<file path="config.mk">
export PLATFORM = sky130hd
export DESIGN_NAME = bwsc_top
export DESIGN_NICKNAME = d
export VERILOG_FILES = /design/src/bwsc_pkg.sv /design/src/bwsc_pattern.sv /design/src/bwsc_top.sv
export VERILOG_INCLUDE_DIRS = /design/src /design/src/src
export SDC_FILE = /design/constraint.sdc
export NUM_CORES = 1
export LEC_CHECK = 0
export BUFFER_PORTS_ARGS = -buffer_cell sky130_fd_sc_hd__buf_2
export CORE_ASPECT_RATIO = 2
export CORE_MARGIN = 3
export CORE_UTILIZATION = 60
export CTS_CLUSTER_DIAMETER = 80
export CTS_CLUSTER_SIZE = 30
export DETAILED_ROUTE_END_ITERATION = 16
export PLACE_DENSITY = 0.82
export SYNTH_ARGS = -nofsm -noshare
export SYNTH_HDL_FRONTEND = slang
export SYNTH_SLANG_ARGS = --single-unit
</file>
<file path="constraint.sdc">
create_clock -name CLOCK -period 3.8 [get_ports CLOCK]
set_clock_uncertainty 0.2 [all_clocks]
set_input_delay 0 -clock CLOCK [delete_from_list [all_inputs] [get_ports CLOCK]]
set_output_delay 0 -clock CLOCK [all_outputs]
set_load 0.02 [all_outputs]
</file>
<file path="src/bwsc_cfg.svh">
// constants of the bus wake and sleep controller
// assumes a 250 MHz clock; included by the recogniser and top design files
`ifndef BWSC_CFG_SVH
`define BWSC_CFG_SVH
`define BWSC_CLK_MHZ        250
`define BWSC_PHASE_MIN_US   4
`define BWSC_PHASE_MAX_US   40
// both limits are plain products of us and MHz, with no rounding; both exact at 250 MHz
`define BWSC_PHASE_MIN_CYC  (`BWSC_PHASE_MIN_US * `BWSC_CLK_MHZ)
`define BWSC_PHASE_MAX_CYC  (`BWSC_PHASE_MAX_US * `BWSC_CLK_MHZ)
`define BWSC_CNT_W          14
`define BWSC_IDLE_W         24
`endif

</file>
<file path="src/bwsc_pkg.sv">
// types of the bus wake and sleep controller
// assumes bwsc_cfg.svh alongside
`default_nettype none
package bwsc_pkg;
  typedef enum logic [1:0] {
    BWSC_OFF     = 2'b00,
    BWSC_STANDBY = 2'b01,
    BWSC_ON      = 2'b10
  } bwsc_power_type;
  typedef enum logic [1:0] {
    BWSC_P_IDLE = 2'b00,
    BWSC_P_LOW  = 2'b01,
    BWSC_P_HIGH = 2'b10
  } bwsc_pat_type;
endpackage
`default_nettype wire

</file>
<file path="src/bwsc_pattern.sv">
// wake-up symbol recogniser for one bus channel
// assumes rx_low is synchronous, high when the channel shows a low (data 0) phase
`include "bwsc_cfg.svh"
`default_nettype none
module bwsc_pattern (
  // clock and reset
  input  wire logic clock,
  input  wire logic reset,
  // channel
  input  wire logic rx_low,
  // result
  output logic      found
);
  import bwsc_pkg::*;
  localparam logic [`BWSC_CNT_W-1:0] MIN_C = `BWSC_CNT_W'(`BWSC_PHASE_MIN_CYC);
  localparam logic [`BWSC_CNT_W-1:0] MAX_C = `BWSC_CNT_W'(`BWSC_PHASE_MAX_CYC);
  bwsc_pat_type           st_reg, st_next;
  logic [`BWSC_CNT_W-1:0] cnt_reg, cnt_next;
  logic                   found_reg, found_next;

  // phase timing: low 4..40 us then high of at least 4 us; high ends on next low or on reaching min
  always_comb begin
    st_next    = st_reg;
    cnt_next   = cnt_reg;
    found_next = 1'b0;
    case (st_reg)
      BWSC_P_IDLE: begin
        cnt_next = '0;
        if (rx_low) begin
          st_next  = BWSC_P_LOW;
          cnt_next = `BWSC_CNT_W'(1);
        end
      end
      BWSC_P_LOW: begin
        if (rx_low) begin
          // saturate one past max: an overlong low must not re-arm while it lasts
          if (cnt_reg <= MAX_C) begin
            cnt_next = cnt_reg + `BWSC_CNT_W'(1);
          end
        end else if (cnt_reg >= MIN_C && cnt_reg <= MAX_C) begin
          st_next  = BWSC_P_HIGH;
          cnt_next = `BWSC_CNT_W'(1);
        end else begin
          st_next = BWSC_P_IDLE; // too short or too long, rejected
        end
      end
      BWSC_P_HIGH: begin
        // idle counts as high, so reaching min already qualifies
        if (!rx_low && cnt_reg + `BWSC_CNT_W'(1) == MIN_C) begin
          found_next = 1'b1;
          st_next    = BWSC_P_IDLE;
        end else if (rx_low) begin
          st_next  = BWSC_P_LOW; // short high: restart on the new low
          cnt_next = `BWSC_CNT_W'(1);
        end else begin
          cnt_next = cnt_reg + `BWSC_CNT_W'(1);
        end
      end
      default: begin
        st_next  = BWSC_P_IDLE;
        cnt_next = '0;
      end
    endcase
  end

  always_ff @(posedge clock) begin
    if (reset) begin
      st_reg    <= BWSC_P_IDLE;
      cnt_reg   <= '0;
      found_reg <= 1'b0;
    end else begin
      st_reg    <= st_next;
      cnt_reg   <= cnt_next;
      found_reg <= found_next;
    end
  end
  assign found = found_reg;

  // a short low never yields a symbol
  short_low_a: assert property (@(posedge clock) disable iff (reset)
    (st_reg == BWSC_P_LOW && !rx_low && cnt_reg < MIN_C) |=> st_reg == BWSC_P_IDLE)
    else $error("short low phase accepted");
  // an overlong low never yields a symbol
  long_low_a: assert property (@(posedge clock) disable iff (reset)
    (st_reg == BWSC_P_LOW && !rx_low && cnt_reg > MAX_C) |=> st_reg == BWSC_P_IDLE)
    else $error("long low phase accepted");
endmodule
`default_nettype wire

</file>
<file path="src/bwsc_top.sv">
// power-state controller watching both bus channels for wake and sleep
// assumes synchronous inputs; traffic flags come from the bus receivers
`include "bwsc_cfg.svh"
`default_nettype none
module bwsc_top (
  // clock and reset
  input  wire logic                     CLOCK,
  input  wire logic                     RESET,
  // bus channels
  input  wire logic                     CHA_TRAFFIC,
  input  wire logic                     CHB_TRAFFIC,
  input  wire logic                     CHA_RX_LOW,
  input  wire logic                     CHB_RX_LOW,
  // host configuration
  input  wire logic                     RESET_TO_STANDBY,
  input  wire logic                     POWER_ENABLE,
  input  wire logic                     WAKE_ON_TRAFFIC_EN,
  input  wire logic                     WAKE_ON_SYMBOL_EN,
  input  wire logic                     SLEEP_EN,
  input  wire logic [`BWSC_IDLE_W-1:0]  IDLE_TIMEOUT,
  // status
  output bwsc_pkg::bwsc_power_type      POWER_STATE,
  output logic                          SLEEP,
  output logic                          WAKE_EVENT
);
  import bwsc_pkg::*;
  logic                    sym_a, sym_b, traffic;
  bwsc_power_type          st_reg, st_next;
  logic [`BWSC_IDLE_W-1:0] idle_reg, idle_next;
  logic                    sleep_reg, sleep_next;
  logic                    wake_reg, wake_next;
  logic                    strap_reg;
  logic                    init_reg;

  // one recogniser per channel
  bwsc_pattern u_pat_a (
    .clock  (CLOCK),
    .reset  (RESET),
    .rx_low (CHA_RX_LOW),
    .found  (sym_a)
  );
  bwsc_pattern u_pat_b (
    .clock  (CLOCK),
    .reset  (RESET),
    .rx_low (CHB_RX_LOW),
    .found  (sym_b)
  );
  assign traffic = CHA_TRAFFIC | CHB_TRAFFIC;

  // idle counter and state machine
  always_comb begin
    idle_next  = idle_reg;
    sleep_next = sleep_reg;
    wake_next  = 1'b0;
    st_next    = st_reg;
    // idle timer restarts on any traffic
    if (traffic) begin
      idle_next  = '0;
      sleep_next = 1'b0;
    end else if (idle_reg >= IDLE_TIMEOUT) begin
      sleep_next = SLEEP_EN;
    end else begin
      idle_next = idle_reg + `BWSC_IDLE_W'(1);
    end
    case (st_reg)
      BWSC_OFF: begin
        if (init_reg && strap_reg) begin
          st_next = BWSC_STANDBY;
        end else if (POWER_ENABLE) begin
          st_next = BWSC_STANDBY;
        end
      end
      BWSC_STANDBY: begin
        if (!POWER_ENABLE) begin
          st_next = BWSC_OFF;
        end else if ((WAKE_ON_TRAFFIC_EN && traffic)
                  || (WAKE_ON_SYMBOL_EN && (sym_a || sym_b))) begin
          st_next   = BWSC_ON;
          wake_next = 1'b1;
        end
      end
      BWSC_ON: begin
        if (!POWER_ENABLE) begin
          st_next = BWSC_OFF;
        end else if (sleep_reg) begin
          st_next = BWSC_STANDBY; // sleep drops back to standby
        end
      end
      default: st_next = BWSC_OFF;
    endcase
  end

  always_ff @(posedge CLOCK) begin
    if (RESET) begin
      st_reg    <= BWSC_OFF;
      idle_reg  <= '0;
      sleep_reg <= 1'b0;
      wake_reg  <= 1'b0;
      init_reg  <= 1'b1;
    end else begin
      st_reg    <= st_next;
      idle_reg  <= idle_next;
      sleep_reg <= sleep_next;
      wake_reg  <= wake_next;
      init_reg  <= 1'b0;
    end
  end

  // strap captured by the clock while reset is held, not by the reset itself
  always_ff @(posedge CLOCK) begin
    strap_reg <= RESET ? RESET_TO_STANDBY : strap_reg;
  end

  assign POWER_STATE = st_reg;
  assign SLEEP       = sleep_reg;
  assign WAKE_EVENT  = wake_reg;

  legal_state_a: assert property (@(posedge CLOCK) disable iff (RESET)
    st_reg inside {BWSC_OFF, BWSC_STANDBY, BWSC_ON})
    else $error("illegal power state");
  traffic_wake_a: assert property (@(posedge CLOCK) disable iff (RESET)
    (st_reg == BWSC_STANDBY && POWER_ENABLE && WAKE_ON_TRAFFIC_EN && traffic)
    |=> st_reg == BWSC_ON && WAKE_EVENT)
    else $error("traffic did not wake");
  symbol_wake_a: assert property (@(posedge CLOCK) disable iff (RESET)
    (st_reg == BWSC_STANDBY && POWER_ENABLE && WAKE_ON_SYMBOL_EN && (sym_a || sym_b))
    |=> st_reg == BWSC_ON)
    else $error("wake symbol ignored");
  no_wake_a: assert property (@(posedge CLOCK) disable iff (RESET)
    (st_reg == BWSC_STANDBY && !WAKE_ON_TRAFFIC_EN && !WAKE_ON_SYMBOL_EN)
    |=> st_reg != BWSC_ON)
    else $error("woke with wake disabled");
  sleep_clear_a: assert property (@(posedge CLOCK) disable iff (RESET)
    traffic |=> !SLEEP && idle_reg == '0)
    else $error("sleep held during traffic");
  sleep_set_a: assert property (@(posedge CLOCK) disable iff (RESET)
    (!traffic && SLEEP_EN && idle_reg >= IDLE_TIMEOUT) |=> SLEEP)
    else $error("sleep not set at timeout");
  sleep_off_a: assert property (@(posedge CLOCK) disable iff (RESET)
    (!SLEEP_EN && !SLEEP) |=> !SLEEP)
    else $error("sleep with sleep disabled");
  on_to_standby_a: assert property (@(posedge CLOCK) disable iff (RESET)
    (st_reg == BWSC_ON && POWER_ENABLE && SLEEP) |=> st_reg == BWSC_STANDBY)
    else $error("sleep did not leave on");
  power_off_a: assert property (@(posedge CLOCK) disable iff (RESET)
    (st_reg != BWSC_OFF && !POWER_ENABLE) |=> st_reg == BWSC_OFF)
    else $error("power enable low did not force off");
endmodule
`default_nettype wire

</file>
==> flow_summary.ini, run 1 <==
[die]
core_area_sq_um = 7048
start_util = 0.6318
num_rows = 43
die_w_microns = 66.92
die-area_sq_um = 8554
io_pins = 39
chipHeight_microns = 127.8

[synth]
yosysWarnings = 0
ys_top_cells_by_area = dfxtp_1 28%, ha_1 8.1%, a21oi_1 6.6%, or4_1 4.6%, nand2_1 3.5%
syn_inst = 585
ys.flop_type = dfxtp_1
synth_cell_types = 59
synth_edf_count = 1
synth_top_cell_area_share = 0.2832
yosysTopAreaCell = dfxtp_1
synth.most_common_cell = dfxtp_1
async_flop_share = 0
synth-seq-area-share = 0.2900
synthesis.nets = 649
synth-seq-cells = 64
syn_area_sq_um = 4453
synth_common_cells = 63 x dfxtp_1, 59 x a21oi_1, 42 x nand2_1, 35 x inv_1, 34 x clkbuf_1
syn_area_per_cell_sq_um = 7.612

[sta]
finalMaxSlewViolations = 0
finalHoldViolations = 0
tightest_slew_ns = 0.9760
fmax_mhz = 279.1
hold_ws_ns = 0.1133
finalSetupViolCount = 0
period_minus_slack_ns = 3.583
relSlewSlack = 0.3470
finalCritPeriodShare = 0.9429
rsz0062_at_grt = no
tns_ns = 0

[cts]
cts.reportedPaths.clkPinSlew_ns = 0.05
clockRootBuffer = clkbuf_16
cts_tree = done
post_cts_buffers = 0
cts_sinks = 64
cts_buffers = 9
cts_max_path_buffers = 2
cts.htree.levels = 3
clock_latency_ns = 0.34

[global_routing]
grt_start_max_net_pins = 50
track_usage = 0.2889
antenna_found_initial = 0
globalRouteOverflowTotal = 0
grt_pass1_vias = 4523
grt_pass1_wl_mm = 19.58

[final_layout]
diodes = 0
fillers = 583
nets = 674
drive_above_1_share = 0.1089
largest_reg_flops = 24
fin_cells = 705
area_growth_pct = 14.41
multiInputGateArea_sq_um = 2848
regArea_sq_um = 1291

[drt]
drtAntennaViolNets = 0
drc = 0
drt_iter0_drc = 377
detail_route.wl_per_cell_microns = 16.28
vias_per_cell = 6.587
vias = 4644
drt-pass1-iter-count = 6
wirelength_mm = 11.48

[setup_path]
end_kind = register
critPathSlowestCell = or4b_1
startpoint_type = register
r2r-end = u_pat_a.cnt_reg[3]
cp_top_family = simple AND/OR/NAND/NOR gates
critPathMaxStageDelay_ns = 0.51
worstReg2RegStart = u_pat_a.cnt_reg[0]
cp_max_fo = 12
critPathBufInv = 0
critPathArrivalTime_ns = 3.64
worstPathCellList = ha_1, nand3_1, nor4_2, mux2_2, o2111a_1, a221o_1, or4b_1, a21oi_1
worst_ep_required_time_ns = 3.86
reg2reg_depth = 8
critPathKind = reg -> reg
reg2reg_setup_slack_ns = 0.22

[power]
peakVddDrop_v = 0.0002861
p_leak_nw = 1.927
powerDensity_nw_per_um2 = 343.8
p_total_mw = 1.752

[job]
drv_cap = 0

[placement]
dp_cells = 677
dpl.hpwl_mm = 8.013
io_buffer_count = 38
gp_congestion = 0.8737

[worst_hold_path]
hold_path_depth = 7
whs_endpoint = idle_reg[4]
min_from = IDLE_TIMEOUT[23]
worstHoldPathType = in -> reg

[run_status]
status = finished clean
==> cell type report <==
cell class / instances / share of cell area
Tap cell: 90 / 0.02210
Sequential cell: 64 / 0.2534
Multi-Input combinational cell: 442 / 0.5589
Clock inverter: 4 / 0.01449
Inverter: 35 / 0.02579
Clock buffer: 12 / 0.05255
Timing Repair Buffer: 58 / 0.07269
==> cell usage in the layout (no fill, tap or decap), types with 4 or more instances in the layout <==
cell type	count
o31a_1	4
nand2b_1	9
o21ai_1	8
nand3_1	29
nand4_1	14
nor4_1	11
nand2_1	42
and3_1	8
o31ai_1	21
and4_1	5
inv_1	35
nand3b_1	4
buf_4	8
or4_1	27
or3_1	15
o21ai_0	29
and2_1	9
or3b_1	6
nor2_1	30
nor2b_1	6
nor3_1	8
ha_1	29
a21oi_1	59
a21o_1	12
o211ai_1	7
clkbuf_16	10
a211oi_1	5
dlygate4sd3_1	12
dfxtp_1	63
buf_2	38
==> report_power, final <==
part           switching (mW)  internal [mW]
Clock                   0.307          0.632
Sequential             0.0122          0.681
Combinational          0.0658         0.0533
Total                   0.385           1.37
==> logic make-up (layout without fill, tap and decap cells) <==
family	after synthesis	after routing	share of synthesized area
simple gates	234	234	0.2981
xor+xnor	1	1	0.001967
buf+inv	79	109	0.07193
compound gates	174	174	0.2473
fa+ha+maj	29	29	0.08148
mux	4	4	0.009272
flops	64	64	0.2900
==> worst reg2reg max path, cell delays in order, from the launching register on <==
cell      delay, ns
dfxtp_1        0.50
ha_1           0.36
nand3_1        0.25
nor4_2         0.42
mux2_2         0.38
o2111a_1       0.28
a221o_1        0.47
or4b_1         0.51
a21oi_1        0.14
==> what timing repair did <==
item                                    CTS  global route
gates resized for setup                   0             1
hold buffers                             12             0
endpoints found under the hold margin    19             0
endpoints found under the setup margin    0             9
==> metrics by stage <==
step	worst slack, ns	util	area [sq um]
after floorplan	0.6539	-	4453
after global placement	0.3325	0.6565	4627
after detailed placement	0.1728	0.6565	4627
after CTS	0.1351	0.7220	5089
after global routing	0.004214	0.7229	5095
final	0.2170	0.7229	5095
==> worst max-delay path by stage <==
stage               slack, ns  cells past startpoint                 end               start
global route            0.004                      8  u_pat_a.cnt_reg[3]  u_pat_a.cnt_reg[0]
detailed placement       0.17                      8  u_pat_a.cnt_reg[3]  u_pat_a.cnt_reg[0]
CTS                      0.14                      8  u_pat_a.cnt_reg[3]  u_pat_a.cnt_reg[0]
global placement         0.33                      8  u_pat_a.cnt_reg[3]  u_pat_a.cnt_reg[0]
finish                   0.22                      8  u_pat_a.cnt_reg[3]  u_pat_a.cnt_reg[0]
floorplan                0.65                     10  u_pat_a.cnt_reg[6]  u_pat_a.cnt_reg[0]
==> metal layers <==
layer / vias up / global-route usage / part of all wire
met4: 0 / 0.1914 / 0.047
met1: 2194 / 0.2878 / 0.36
li1: 2243 / - / -
met2: 152 / 0.5181 / 0.54
met3: 55 / 0.05702 / 0.047
met5: - / 0 / 0
Power figures use the tool's default switching activity.
==> inputs of run 2 (changes only) <==
CTS_CLUSTER_SIZE = 16   (was 30)
PLACE_DENSITY = 0.84   (was 0.82)
==> run 2 against run 1 <==
Effect of this change: count of clock-buffer cells in the layout unchanged; critical path type unchanged; hold slack got worse by 0.010 ns; critical path depth increased by 3; largest power group unchanged.
==> flow_summary.ini, run 2 (synthesized netlist as in run 1, its figures left out) <==
[setup_path]
end_kind = register
cp_max_fo = 10
critPathKind = reg -> reg
startpoint_type = register
worst_ep_required_time_ns = 3.88
critPathArrivalTime_ns = 3.71

[sta]
finalCritPeriodShare = 0.9568
finalHoldViolations = 0
finalMaxSlewViolations = 0
finalSetupViolCount = 0
tns_ns = 0
period_minus_slack_ns = 3.636
relSlewSlack = 0.3297
fmax_mhz = 275.0
rsz0062_at_grt = no
tightest_slew_ns = 1.002

[worst_hold_path]
worstHoldPathType = in -> reg

[placement]
dpl.hpwl_mm = 8.000
io_buffer_count = 38
gp_congestion = 0.9713
placed_cell_area_sq_um = 4634

[final_layout]
design_area_sq_um = 5115
diodes = 0
drive_above_1_share = 0.1163
nets = 678
area_growth_pct = 14.86
layout_common_cells = 63 x dfxtp_1, 59 x a21oi_1, 42 x nand2_1
final_common_cell = dfxtp_1
largest_reg_flops = 24
fillers = 556

[cts]
cts.reportedPaths.clkPinSlew_ns = 0.06
cts_max_path_buffers = 2
cts_sinks = 64
clockRootBuffer = clkbuf_16
clock_latency_ns = 0.33
cts.htree.levels = 3
cts_tree = done
cts_buffers = 9

[die]
chipHeight_microns = 127.8
die-area_sq_um = 8554
io_pins = 39
die_w_microns = 66.92
core_area_sq_um = 7048
num_rows = 43
start_util = 0.6318

[power]
p_leak_nw = 1.933
p_total_mw = 1.679
peakVddDrop_v = 0.0003210
powerDensity_nw_per_um2 = 328.2

[drt]
drtAntennaViolNets = 0
drt_iter0_drc = 341
vias_per_cell = 6.554
detail_route.wl_per_cell_microns = 16.17
drc = 0
drt-pass1-iter-count = 5
vias = 4647
wirelength_mm = 11.46

[global_routing]
grt_start_max_net_pins = 47
track_usage = 0.2895
grt_pass1_wl_mm = 19.75
grt_pass1_vias = 4627
globalRouteOverflowTotal = 0
antenna_found_initial = 0

[run_status]
status = finished clean

[job]
drv_cap = 0
==> run 2: cell count changes in the layout (fill, tap and decap cells not counted), sizes merged <==
| cell | change |
|---|---|
| clkinvlp | +2 |
| dlygate4sd3 | +1 |
| buf | +3 |
| bufinv | -1 |
| clkinv | -1 |
==> run 2: area by class of cell <==
type                            count  area [sq um]  share of cell area
Inverter                           35         131.4             0.02568
Tap cell                           90         112.6             0.02202
Clock inverter                      4         50.05            0.009785
Clock buffer                       12         267.8             0.05235
Timing Repair Buffer               62         404.1             0.07901
Multi-Input combinational cell    442          2858              0.5587
Sequential cell                    64          1291              0.2524
==> run 2: final timing paths <==
check	start	to	slack (ns)	depth (start not counted)
setup / recovery	idle_reg[14]	SLEEP	0.16	11
setup reg to reg	idle_reg[14]	SLEEP	0.16	11
hold / removal	IDLE_TIMEOUT[23]	idle_reg[22]	0.10	6
hold reg to reg	idle_reg[23]	idle_reg[23]	0.29	2
==> run 2: layer usage <==
layer	track usage	share of wire	routed length, microns
met1	0.2959	0.37	4276
met2	0.5023	0.53	6095
met3	0.06754	0.041	474
met4	0.1962	0.054	617
met5	0	0	0
==> run 2: timing repair <==
action                                 4_1_cts  5_1_grt
setup endpoints to repair                    0       11
hold buffers                                13        0
resized for setup                            0        5
endpoints found under the hold margin       19        0
buffers inserted                             0        1
==> run 2: critical path, cell delays in order, from the launching register on <==
cell and delay (ns):
dfxtp_1 0.33, ha_1 0.31, nand4_1 0.21, or2_4 0.31
or3_1 0.37, o211ai_1 0.17, o21a_1 0.20, buf_6 0.15
o211ai_1 0.09, dlygate4sd3_1 0.57, o31ai_1 0.07, dlygate4sd3_1 0.59
==> run 2: power breakdown <==
part / switching [mW] / internal (mW)
logic: 0.0647 / 0.0543
registers: 0.0116 / 0.681
clock network: 0.303 / 0.564
==> run 2: through the flow <==
stage               setup WS (ns)    util  instances  hold WS (ns)
floorplan                  0.6539       -        585       -0.1723
global placement           0.3200  0.6576        678      -0.02285
detailed placement         0.1703  0.6576        678      -0.01842
CTS                        0.1266  0.7211        707       0.09490
global route              0.01200  0.7257        709        0.1824
finish                     0.1642  0.7257        709        0.1029
